### src/core/crw_pkg.sv
package crw_pkg;
    // clock rate
    localparam int CLK_PERIOD_NS = 10;
    // clock monitor delay window, longest time, rounded down
    localparam int CM_DELAY_NS = 2000;
    localparam logic [15:0] CM_DELAY_CYC = 16'(CM_DELAY_NS / CLK_PERIOD_NS);
    // clock quality check window and pass criterion
    localparam int QC_WINDOW_NS = 4000;
    localparam logic [23:0] QC_WINDOW_CYC =
        24'((QC_WINDOW_NS + CLK_PERIOD_NS - 1) / CLK_PERIOD_NS);
    localparam logic [7:0] QC_MIN_EDGES = 8'h08;
    localparam logic [5:0] QC_MAX_WINDOWS = 6'h32;
    // reset pin low time plus synchroniser latency
    localparam logic [7:0] RST_LOW_CYC = 8'h80;
    localparam logic [7:0] RST_SYNC_CYC = 8'h03;
    localparam logic [7:0] RST_TOTAL_CYC = RST_LOW_CYC + RST_SYNC_CYC;
    // watchdog service keys
    localparam logic [7:0] WDOG_KEY1 = 8'h55;
    localparam logic [7:0] WDOG_KEY2 = 8'haa;
    // timer width
    localparam int TMR_W = 24;
    // quality check states
    typedef enum logic {QC_IDLE, QC_RUN} crw_qc_state_t;
endpackage : crw_pkg

### src/core/crw_timer.sv
`timescale 1ns/10ps
module crw_timer #(
    parameter int W = 24
) (
    // clock and reset
    input wire logic mclk_i,
    input wire logic rstn_i,
    // control
    input wire logic restart_i,
    input wire logic run_i,
    input wire logic [W-1:0] limit_i,
    // status
    output logic expire_o,
    output logic [W-1:0] count_o
);
    logic [W-1:0] count_reg;

    // expiry on the last count of the period
    assign expire_o = run_i && !restart_i && (count_reg == limit_i - W'(1));
    assign count_o = count_reg;

    // period counter, restart has priority
    always_ff @(posedge mclk_i or negedge rstn_i) begin
        if (!rstn_i) begin
            count_reg <= '0;
        end else if (restart_i || expire_o) begin
            count_reg <= '0;
        end else if (run_i) begin
            count_reg <= count_reg + W'(1);
        end
    end
endmodule : crw_timer

### src/core/crw_flag.sv
`timescale 1ns/10ps
module crw_flag (
    // clock and reset
    input wire logic mclk_i,
    input wire logic rstn_i,
    // event, clear and enable
    input wire logic set_i,
    input wire logic clr_i,
    input wire logic en_i,
    // flag and request
    output logic flag_o,
    output logic irq_o
);
    logic flag_reg;

    // sticky flag, set beats a write-one clear
    always_ff @(posedge mclk_i or negedge rstn_i) begin
        if (!rstn_i) begin
            flag_reg <= 1'b0;
        end else if (set_i) begin
            flag_reg <= 1'b1;
        end else if (clr_i) begin
            flag_reg <= 1'b0;
        end
    end

    assign flag_o = flag_reg;
    assign irq_o = flag_reg && en_i; // masked request
endmodule : crw_flag

### src/core/crw_core.sv
// Functional notes
// - correct service restarts watchdog period
// - missed service causes watchdog reset
// - power-up reset checks clock, resets on oscillator
// - fifty failed windows after power-up or undervoltage start reset in self-clock
// - tick elapse requests interrupt unless disabled
// - tick flag set on timeout, write-one clears
// - tick keep bit runs tick in pseudo-stop
// - lock change either way requests masked interrupt
// - lock flag sticky, cleared by writing one
// - self-clock entry and exit both request interrupt
// - failed check, or monitor failure with self-clock enabled, enters self-clock
// - monitor and self-clock enabled, lost clock enters self-clock
// - self-clock flag sticky, masked by its enable
// - no edge within window means monitor failure
// - no failure when disabled or edges arrive
// - monitor switched only by its enable bit
// - monitor failure resets only without self-clock
// - reset pin low 128 plus sync cycles
`timescale 1ns/10ps
module crw_core import crw_pkg::*; #(
    parameter logic [23:0] WDOG_UNIT = 24'h000400,
    parameter logic [23:0] TICK_UNIT = 24'h000100
) (
    // clock and reset
    input wire logic mclk_i,
    input wire logic rstn_i,
    // reset sources and power modes
    input wire logic por_event_i,
    input wire logic undervoltage_reset_i,
    input wire logic stop_recover_i,
    input wire logic stop_mode_i,
    input wire logic pseudo_stop_select_i,
    // open-drain reset pin
    input wire logic reset_pin_i,
    output logic reset_pin_o,
    output logic reset_pin_oe_o,
    // watchdog
    input wire logic [2:0] wdog_rate_i,
    input wire logic watchdog_arm_wr_i,
    input wire logic [7:0] watchdog_arm_data_i,
    output logic wdog_timeout_o,
    // periodic tick
    input wire logic [3:0] tick_rate_i,
    input wire logic tick_keep_i,
    input wire logic periodic_tick_irq_enable_i,
    input wire logic periodic_tick_flag_clr_i,
    output logic periodic_tick_flag_o,
    output logic periodic_tick_irq_o,
    // loop lock
    input wire logic pll_lock_i,
    input wire logic lock_change_irq_enable_i,
    input wire logic lock_change_flag_clr_i,
    output logic lock_change_flag_o,
    output logic lock_change_irq_o,
    // oscillator clock, monitor and self-clock mode
    input wire logic osc_clock_i,
    input wire logic clock_monitor_enable_i,
    input wire logic self_clock_mode_enable_i,
    input wire logic self_clock_irq_enable_i,
    input wire logic self_clock_change_flag_clr_i,
    output logic self_clock_change_flag_o,
    output logic self_clock_irq_o,
    output logic self_clock_mode_o,
    output logic clock_monitor_fail_o,
    output logic clock_monitor_reset_o,
    output logic quality_check_busy_o
);
    // watchdog signals
    logic wdog_en;
    logic wdog_service;
    logic wdog_expire;
    logic wdog_armed_reg;
    logic [TMR_W-1:0] wdog_count;
    logic wdog_timeout_reg;
    // tick signals
    logic tick_run;
    logic tick_expire;
    logic [TMR_W-1:0] tick_count;
    // lock signals
    logic lock_prev_reg;
    logic lock_change;
    // clock monitor signals
    logic osc_prev_reg;
    logic osc_edge;
    logic [15:0] cm_cnt_reg;
    logic cm_fail;
    logic cm_fail_prev_reg;
    logic cm_event;
    logic cm_reset_reg;
    // quality check signals
    crw_qc_state_t qc_state_reg;
    logic qc_start;
    logic qc_win_end;
    logic qc_valid;
    logic qc_last_fail;
    logic qc_pend_reg;
    logic [7:0] qc_edges_reg;
    logic [5:0] qc_win_reg;
    // self-clock and reset sequence signals
    logic scm_reg;
    logic scm_set;
    logic scm_clr;
    logic scm_change;
    logic rst_act_reg;
    logic [7:0] rst_cnt_reg;
    logic rst_start;
    logic [7:0] rst_len_reg;

    // watchdog enable and two-write service detection
    assign wdog_en = (wdog_rate_i != 3'h0);
    assign wdog_service = watchdog_arm_wr_i && wdog_armed_reg &&
        (watchdog_arm_data_i == WDOG_KEY2);

    // arm state: first key arms, anything else disarms
    always_ff @(posedge mclk_i or negedge rstn_i) begin
        if (!rstn_i) begin
            wdog_armed_reg <= 1'b0;
        end else if (watchdog_arm_wr_i) begin
            wdog_armed_reg <= (watchdog_arm_data_i == WDOG_KEY1);
        end
    end

    // watchdog period, restarted by a complete service
    crw_timer #(.W(TMR_W)) u_wdog_tmr (
        .mclk_i(mclk_i),
        .rstn_i(rstn_i),
        .restart_i(!wdog_en || wdog_service || rst_act_reg),
        .run_i(wdog_en),
        .limit_i(WDOG_UNIT << wdog_rate_i),
        .expire_o(wdog_expire),
        .count_o(wdog_count)
    );

    // tick runs in run mode, or in pseudo-stop when kept
    assign tick_run = (tick_rate_i != 4'h0) && (!stop_mode_i ||
        (pseudo_stop_select_i && tick_keep_i));

    crw_timer #(.W(TMR_W)) u_tick_tmr (
        .mclk_i(mclk_i),
        .rstn_i(rstn_i),
        .restart_i(tick_rate_i == 4'h0),
        .run_i(tick_run),
        .limit_i(TICK_UNIT << tick_rate_i),
        .expire_o(tick_expire),
        .count_o(tick_count)
    );

    // tick flag and masked request
    crw_flag u_tick_flag (
        .mclk_i(mclk_i),
        .rstn_i(rstn_i),
        .set_i(tick_expire),
        .clr_i(periodic_tick_flag_clr_i),
        .en_i(periodic_tick_irq_enable_i),
        .flag_o(periodic_tick_flag_o),
        .irq_o(periodic_tick_irq_o)
    );

    // lock change in either direction
    assign lock_change = pll_lock_i ^ lock_prev_reg;

    crw_flag u_lock_flag (
        .mclk_i(mclk_i),
        .rstn_i(rstn_i),
        .set_i(lock_change),
        .clr_i(lock_change_flag_clr_i),
        .en_i(lock_change_irq_enable_i),
        .flag_o(lock_change_flag_o),
        .irq_o(lock_change_irq_o)
    );

    // self-clock change flag, entry and exit alike
    assign scm_change = (scm_set && !scm_reg) || (scm_clr && !scm_set &&
        scm_reg);

    crw_flag u_scm_flag (
        .mclk_i(mclk_i),
        .rstn_i(rstn_i),
        .set_i(scm_change),
        .clr_i(self_clock_change_flag_clr_i),
        .en_i(self_clock_irq_enable_i),
        .flag_o(self_clock_change_flag_o),
        .irq_o(self_clock_irq_o)
    );

    // previous levels for lock and oscillator edge detection
    always_ff @(posedge mclk_i or negedge rstn_i) begin
        if (!rstn_i) begin
            lock_prev_reg <= 1'b0;
            osc_prev_reg <= 1'b0;
        end else begin
            lock_prev_reg <= pll_lock_i;
            osc_prev_reg <= osc_clock_i;
        end
    end

    // clock monitor: cycles since the last oscillator edge
    assign osc_edge = osc_clock_i ^ osc_prev_reg;
    assign cm_fail = clock_monitor_enable_i &&
        (cm_cnt_reg >= CM_DELAY_CYC);
    assign cm_event = cm_fail && !cm_fail_prev_reg;

    always_ff @(posedge mclk_i or negedge rstn_i) begin
        if (!rstn_i) begin
            cm_cnt_reg <= 16'h0000;
            cm_fail_prev_reg <= 1'b0;
        end else begin
            cm_fail_prev_reg <= cm_fail;
            if (!clock_monitor_enable_i || osc_edge) begin
                cm_cnt_reg <= 16'h0000;
            end else if (cm_cnt_reg < CM_DELAY_CYC) begin
                cm_cnt_reg <= cm_cnt_reg + 16'h0001;
            end
        end
    end

    // quality check window
    assign qc_start = por_event_i || undervoltage_reset_i ||
        stop_recover_i || (cm_event && self_clock_mode_enable_i);

    crw_timer #(.W(TMR_W)) u_qc_tmr (
        .mclk_i(mclk_i),
        .rstn_i(rstn_i),
        .restart_i(qc_start),
        .run_i(qc_state_reg == QC_RUN),
        .limit_i(QC_WINDOW_CYC),
        .expire_o(qc_win_end),
        .count_o()
    );

    assign qc_valid = (qc_edges_reg >= QC_MIN_EDGES);
    assign qc_last_fail = qc_win_end && !qc_valid &&
        (qc_win_reg == QC_MAX_WINDOWS - 6'h01);

    // quality check sequencing, keeps checking after giving up
    always_ff @(posedge mclk_i or negedge rstn_i) begin
        if (!rstn_i) begin
            qc_state_reg <= QC_IDLE;
            qc_pend_reg <= 1'b0;
            qc_edges_reg <= 8'h00;
            qc_win_reg <= 6'h00;
        end else begin
            case (qc_state_reg)
                QC_IDLE: begin
                    if (qc_start) begin
                        qc_state_reg <= QC_RUN;
                    end
                end
                QC_RUN: begin
                    if (qc_win_end && qc_valid && !qc_start) begin
                        qc_state_reg <= QC_IDLE;
                    end
                end
                default: begin
                    qc_state_reg <= QC_IDLE;
                end
            endcase
            if (qc_start) begin
                qc_pend_reg <= qc_pend_reg || por_event_i ||
                    undervoltage_reset_i;
            end else if ((qc_win_end && qc_valid) || qc_last_fail) begin
                qc_pend_reg <= 1'b0;
            end
            if (qc_start || qc_win_end) begin
                qc_edges_reg <= 8'h00;
            end else if (osc_edge && !qc_valid) begin
                qc_edges_reg <= qc_edges_reg + 8'h01;
            end
            if (qc_start) begin
                qc_win_reg <= 6'h00;
            end else if (qc_win_end && !qc_valid &&
                    qc_win_reg != QC_MAX_WINDOWS - 6'h01) begin
                qc_win_reg <= qc_win_reg + 6'h01;
            end
        end
    end

    // self-clock entry and exit
    assign scm_set = qc_last_fail ||
        (cm_event && self_clock_mode_enable_i);
    assign scm_clr = qc_win_end && qc_valid;

    always_ff @(posedge mclk_i or negedge rstn_i) begin
        if (!rstn_i) begin
            scm_reg <= 1'b0;
        end else if (scm_set) begin
            scm_reg <= 1'b1;
        end else if (scm_clr) begin
            scm_reg <= 1'b0;
        end
    end

    // reset sequence triggers
    assign rst_start = !rst_act_reg && (wdog_expire ||
        (cm_event && !self_clock_mode_enable_i) ||
        (qc_pend_reg && ((qc_win_end && qc_valid) ||
        qc_last_fail)) || !reset_pin_i);

    // reset pin low for the fixed sequence length
    always_ff @(posedge mclk_i or negedge rstn_i) begin
        if (!rstn_i) begin
            rst_act_reg <= 1'b0;
            rst_cnt_reg <= 8'h00;
        end else if (rst_start) begin
            rst_act_reg <= 1'b1;
            rst_cnt_reg <= 8'h00;
        end else if (rst_act_reg) begin
            rst_cnt_reg <= rst_cnt_reg + 8'h01;
            if (rst_cnt_reg == RST_TOTAL_CYC - 8'h01) begin
                rst_act_reg <= 1'b0;
            end
        end
    end

    // registered reset cause pulses
    always_ff @(posedge mclk_i or negedge rstn_i) begin
        if (!rstn_i) begin
            wdog_timeout_reg <= 1'b0;
            cm_reset_reg <= 1'b0;
        end else begin
            wdog_timeout_reg <= wdog_expire;
            cm_reset_reg <= cm_event && !self_clock_mode_enable_i;
        end
    end

    // outputs
    assign reset_pin_o = 1'b0;
    assign reset_pin_oe_o = rst_act_reg;
    assign wdog_timeout_o = wdog_timeout_reg;
    assign clock_monitor_reset_o = cm_reset_reg;
    assign clock_monitor_fail_o = cm_fail;
    assign self_clock_mode_o = scm_reg;
    assign quality_check_busy_o = (qc_state_reg == QC_RUN);

    // helper: length of the last reset drive
    always_ff @(posedge mclk_i or negedge rstn_i) begin
        if (!rstn_i) begin
            rst_len_reg <= 8'h00;
        end else if (!rst_act_reg) begin
            rst_len_reg <= 8'h00;
        end else begin
            rst_len_reg <= rst_len_reg + 8'h01;
        end
    end
endmodule : crw_core

### config.mk
export PLATFORM = sky130hd
export DESIGN_NAME = crw_core
export DESIGN_NICKNAME = d
export VERILOG_FILES = /design/src/core/crw_pkg.sv /design/src/core/crw_timer.sv /design/src/core/crw_flag.sv /design/src/core/crw_core.sv
export SDC_FILE = /design/constraint.sdc
export NUM_CORES = 1
export LEC_CHECK = 0
export ABC_CLOCK_PERIOD_IN_PS = 2100
export BUFFER_PORTS_ARGS = -buffer_cell sky130_fd_sc_hd__buf_2
export CAP_MARGIN = 10
export CORE_ASPECT_RATIO = 0.75
export CORE_UTILIZATION = 40
export CTS_CLUSTER_DIAMETER = 150
export DETAILED_ROUTE_END_ITERATION = 16
export PLACE_DENSITY = 0.69
export SLEW_MARGIN = 20
export SYNTH_ARGS = -nofsm -noshare
export SYNTH_HDL_FRONTEND = slang
export SYNTH_SLANG_ARGS = --single-unit
### constraint.sdc
create_clock -name mclk_i -period 2.1 [get_ports mclk_i]
set_input_delay 0.21 -clock mclk_i [delete_from_list [all_inputs] [get_ports mclk_i]]
set_output_delay 0.21 -clock mclk_i [all_outputs]
set_load 0.05 [all_outputs]
==> results_dict.tcl <==
set metrics [dict create \
    hold_violations 0 \
    slew_violations 0 \
    crit_path_max_incr_delay_ns 0.48 \
    cts_tree "built" \
    grt_pass1_wl_mm 26.1 \
    finalSetupViolCount 17 \
    syn_inst 717 \
    io_buffers 46 \
    p_int_mw 4.43 \
    antenna_found_initial 0 \
    cts_sinks 123 \
    cp.required_ns 2.39 \
    async_flop_share_pct 100 \
    fin_skew_ns 0.00879 \
    reg2reg_from "u_tick_tmr.count_o[1]$_DFFE_PN0P_" \
    fp.dieW_um 152 \
    rr_worst_depth 9 \
    root_buffer "clkbuf_16" \
    syn_area_um2 6730 \
    ys.flop_type "dfrtp_1" \
    cap_viol_max_count 0 \
    fillers 1408 \
    pwr-share-comb_pct 11.0 \
    start_util_pct 41.5 \
    wl_per_cell_um 14.6 \
    endpoint_kind "flip-flop" \
    final_cell_mix "123 x dfrtp_1, 94 x nor2_1, 87 x buf_4, 59 x nand2_1, 47 x xor2_1" \
    pwr-share-seq_pct 41.8 \
    power_density_nw_per_um2 661 \
    cts_buffers 17 \
    clk_latency_ns 0.42 \
    placed_cell_area_um2 7900 \
    grt_max_degree 45 \
    synth_cell_types 62 \
    ff2ff_setup_slack_ns -0.08 \
    globalplace.congestion 0.864 \
    cp.depth 9 \
    wl_mm 15.8 \
    num_antenna_cells 0 \
    dieHeight_um 114 \
    ioPinCount 48 \
    synth-edff-count 0 \
    drtIter0Drc 340 \
    min_path_type "in -> reg" \
    dp_slack_ns -0.514 \
    worst_slack_ns -0.0839 \
    crit_type "reg -> reg" \
    cts.htree.levels 4 \
    p_sw_mw 1.51 \
    grt-ovfl-total 0 \
    path_cells "ha_2 -> nand2_2 -> or4_4 -> a21oi_2 -> nand4_1 -> nor4_4 -> buf_6 -> clkbuf_16 -> nor3_2" \
    sw_frac_of_total_pct 25.4 \
    critPathMaxFanout 8 \
    ys_warn_count 0 \
    violations "setup timing" \
    syn2layout_area_growth_pct 33.4 \
    synth.net_count 765 \
    p_clk_share_pct 47.2 \
    drt_pass1_iterations 5 \
    dieArea_um2 17400 \
    critPathTopFamily "simple AND/OR/NAND/NOR gates" \
    whs_endpoint "clock_monitor_reset_o$_DFF_PN0_" \
    antenna_left 0 \
    fmax_mhz 458 \
    syn_avg_cell_area_um2 9.39 \
    core-area_um2 16200 \
    leakage_nw 3.88 \
    relSlewSlack_pct 60.2 \
    worst_pin_slew_ns 0.597 \
    critPathArrivalTime_ns 2.48 \
    dpl.hpwl_mm 10.6 \
    drt_drc_violations_left 0 \
    peakVddDrop_mv 0.593 \
    synth_seq_cells 123 \
    post-route-util_pct 55.4 \
    vias 5743 \
    grt_pass1_vias 5333 \
    reg2reg_to "u_tick_tmr.count_o[10]$_DFFE_PN0P_" \
    crit_path_top_delay_cell "or4_4" \
    whs_path_depth 2 \
    timing.final.crit_share_pct 104 \
    rsz0062_at_grt "true" \
    via_per_inst 5.31 \
    finalNetCount 907 \
    clk_pin_slew_ns 0.06 \
    grt_usage_pct 18.6 \
    final_common_cell "dfrtp_1" \
    synth_seq_area_share_pct 45.7 \
    drive_gt1_share_pct 28.1 \
    clockBufferDepth 2 \
    path_buf_inv 2 \
    fin_area_um2 8980 \
    std_cell_rows 40 \
    start_kind "flip-flop" \
    status "complete, but fails checks" \
    min_period_ns 2.18 \
    min_from "self_clock_mode_enable_i" \
]
[worst register-to-register path, stage by stage (launching register included)]
cell       delay (ns)
dfrtp_1          0.35
ha_2             0.19
nand2_2          0.06
or4_4            0.48
a21oi_2          0.11
nand4_1          0.13
nor4_4           0.34
buf_6            0.18
clkbuf_16        0.16
nor3_2           0.05
[through the flow]
step	hold slack [ns]	TNS (ns)	std cells	power, mW
after floorplan	-0.0856	-12.44	717	2.81
after global placement	0.257	-17.17	1034	3.09
after detailed placement	0.259	-20.23	1034	3.10
after CTS	0.00680	-0.457	1074	5.95
after global routing	0.00316	-2.93	1082	6.16
final	0.00323	-1.06	1082	5.94
[repair_timing]
action	4_1_cts	5_1_grt
hold endpoints to repair	45	0
hold buffers	5	0
cloned	0	3
buffers inserted	3	6
pin swaps	1	26
gates resized for setup	12	53
endpoints found under the setup margin	52	79
[Yosys cell counts (3+ instances only)]
| cell type | n | area share, % |
|---|---|---|
| dfrtp_1 | 123 | 46 |
| a31oi_1 | 6 | 0.56 |
| or3_1 | 4 | 0.37 |
| nand4_1 | 21 | 2.0 |
| xnor2_1 | 47 | 6.1 |
| xor2_1 | 47 | 6.1 |
| nor2_1 | 95 | 5.3 |
| nor4b_1 | 4 | 0.52 |
| o21a_1 | 5 | 0.56 |
| nor2b_1 | 4 | 0.37 |
| and4_1 | 13 | 1.7 |
| o21ai_1 | 4 | 0.30 |
| nor3_2 | 3 | 0.45 |
| ha_1 | 13 | 2.4 |
| buf_2 | 9 | 0.67 |
| and3_1 | 33 | 3.1 |
| and2_1 | 7 | 0.65 |
| nor4bb_1 | 4 | 0.59 |
| o22ai_1 | 5 | 0.46 |
| nor4_1 | 14 | 1.3 |
| nand2_1 | 60 | 3.3 |
| a21oi_1 | 12 | 0.89 |
| or4_1 | 4 | 0.45 |
| or2_2 | 3 | 0.28 |
| nand3_1 | 37 | 2.7 |
| o21ai_0 | 12 | 0.89 |
| nor3_1 | 40 | 3.0 |
| clkbuf_1 | 15 | 0.84 |
| inv_1 | 25 | 1.4 |
| nand2b_1 | 6 | 0.56 |
[cells by family (layout without fill, tap and decap cells)]
| logic type | count (synthesis) | count (layout) | synth area share, % |
|---|---|---|---|
| and+or+nand+nor | 362 | 362 | 28.4 |
| DFF | 123 | 123 | 45.7 |
| xor gates and xnor gates | 94 | 94 | 12.2 |
| AOI/OAI and AO/OA | 69 | 70 | 7.40 |
| buffers and inverters | 52 | 206 | 3.34 |
| adders and majority gates | 13 | 13 | 2.42 |
| muxes | 3 | 3 | 0.465 |
| other | 1 | 1 | 0.0557 |
[final cells by class]
class	count	area, um2	share of cell area, %
multi-input combinational	543	3820	42.5
sequential	123	3080	34.3
inverter	25	93.8	1.04
timing repair buffer	149	1160	12.9
clock inverter	13	119	1.32
clock buffer	19	453	5.04
tap	210	263	2.93
[power groups by stage]
| stage | clock network (mW) | logic (mW) | registers (mW) |
|---|---|---|---|
| after floorplan | 0 | 0.260 | 2.55 |
| after global placement | 0 | 0.569 | 2.52 |
| after detailed placement | 0 | 0.576 | 2.52 |
| after CTS | 2.86 | 0.606 | 2.48 |
| after global routing | 2.95 | 0.725 | 2.49 |
| final | 2.80 | 0.654 | 2.49 |
[per-layer routing]
layer	vias to the layer above	share of wire, %	track usage, %	wire (um)
li1	2808	-	-	-
met1	2769	50	27.2	7880
met2	144	44	27.3	6940
met3	22	5.2	4.20	818
met4	0	1.3	5.80	206
met5	-	0	0	0
[worst max-delay path by stage]
stage	start	endpoint	slack, ns
6_report	u_tick_tmr.count_o[1]$_DFFE_PN0P_	u_tick_tmr.count_o[10]$_DFFE_PN0P_	-0.08
5_1_grt	u_tick_tmr.count_o[17]$_DFFE_PN0P_	u_tick_tmr.count_o[10]$_DFFE_PN0P_	-0.15
4_1_cts	u_tick_tmr.count_o[0]$_DFFE_PN0P_	u_tick_tmr.count_o[1]$_DFFE_PN0P_	-0.04
3_5_place_dp	tick_rate_i[3]	u_tick_tmr.count_o[17]$_DFFE_PN0P_	-0.51
3_3_place_gp	tick_rate_i[3]	u_tick_tmr.count_o[17]$_DFFE_PN0P_	-0.46
2_1_floorplan	tick_rate_i[2]	u_tick_tmr.count_o[17]$_DFFE_PN0P_	-0.40
(Power assumes the default switching activity.)
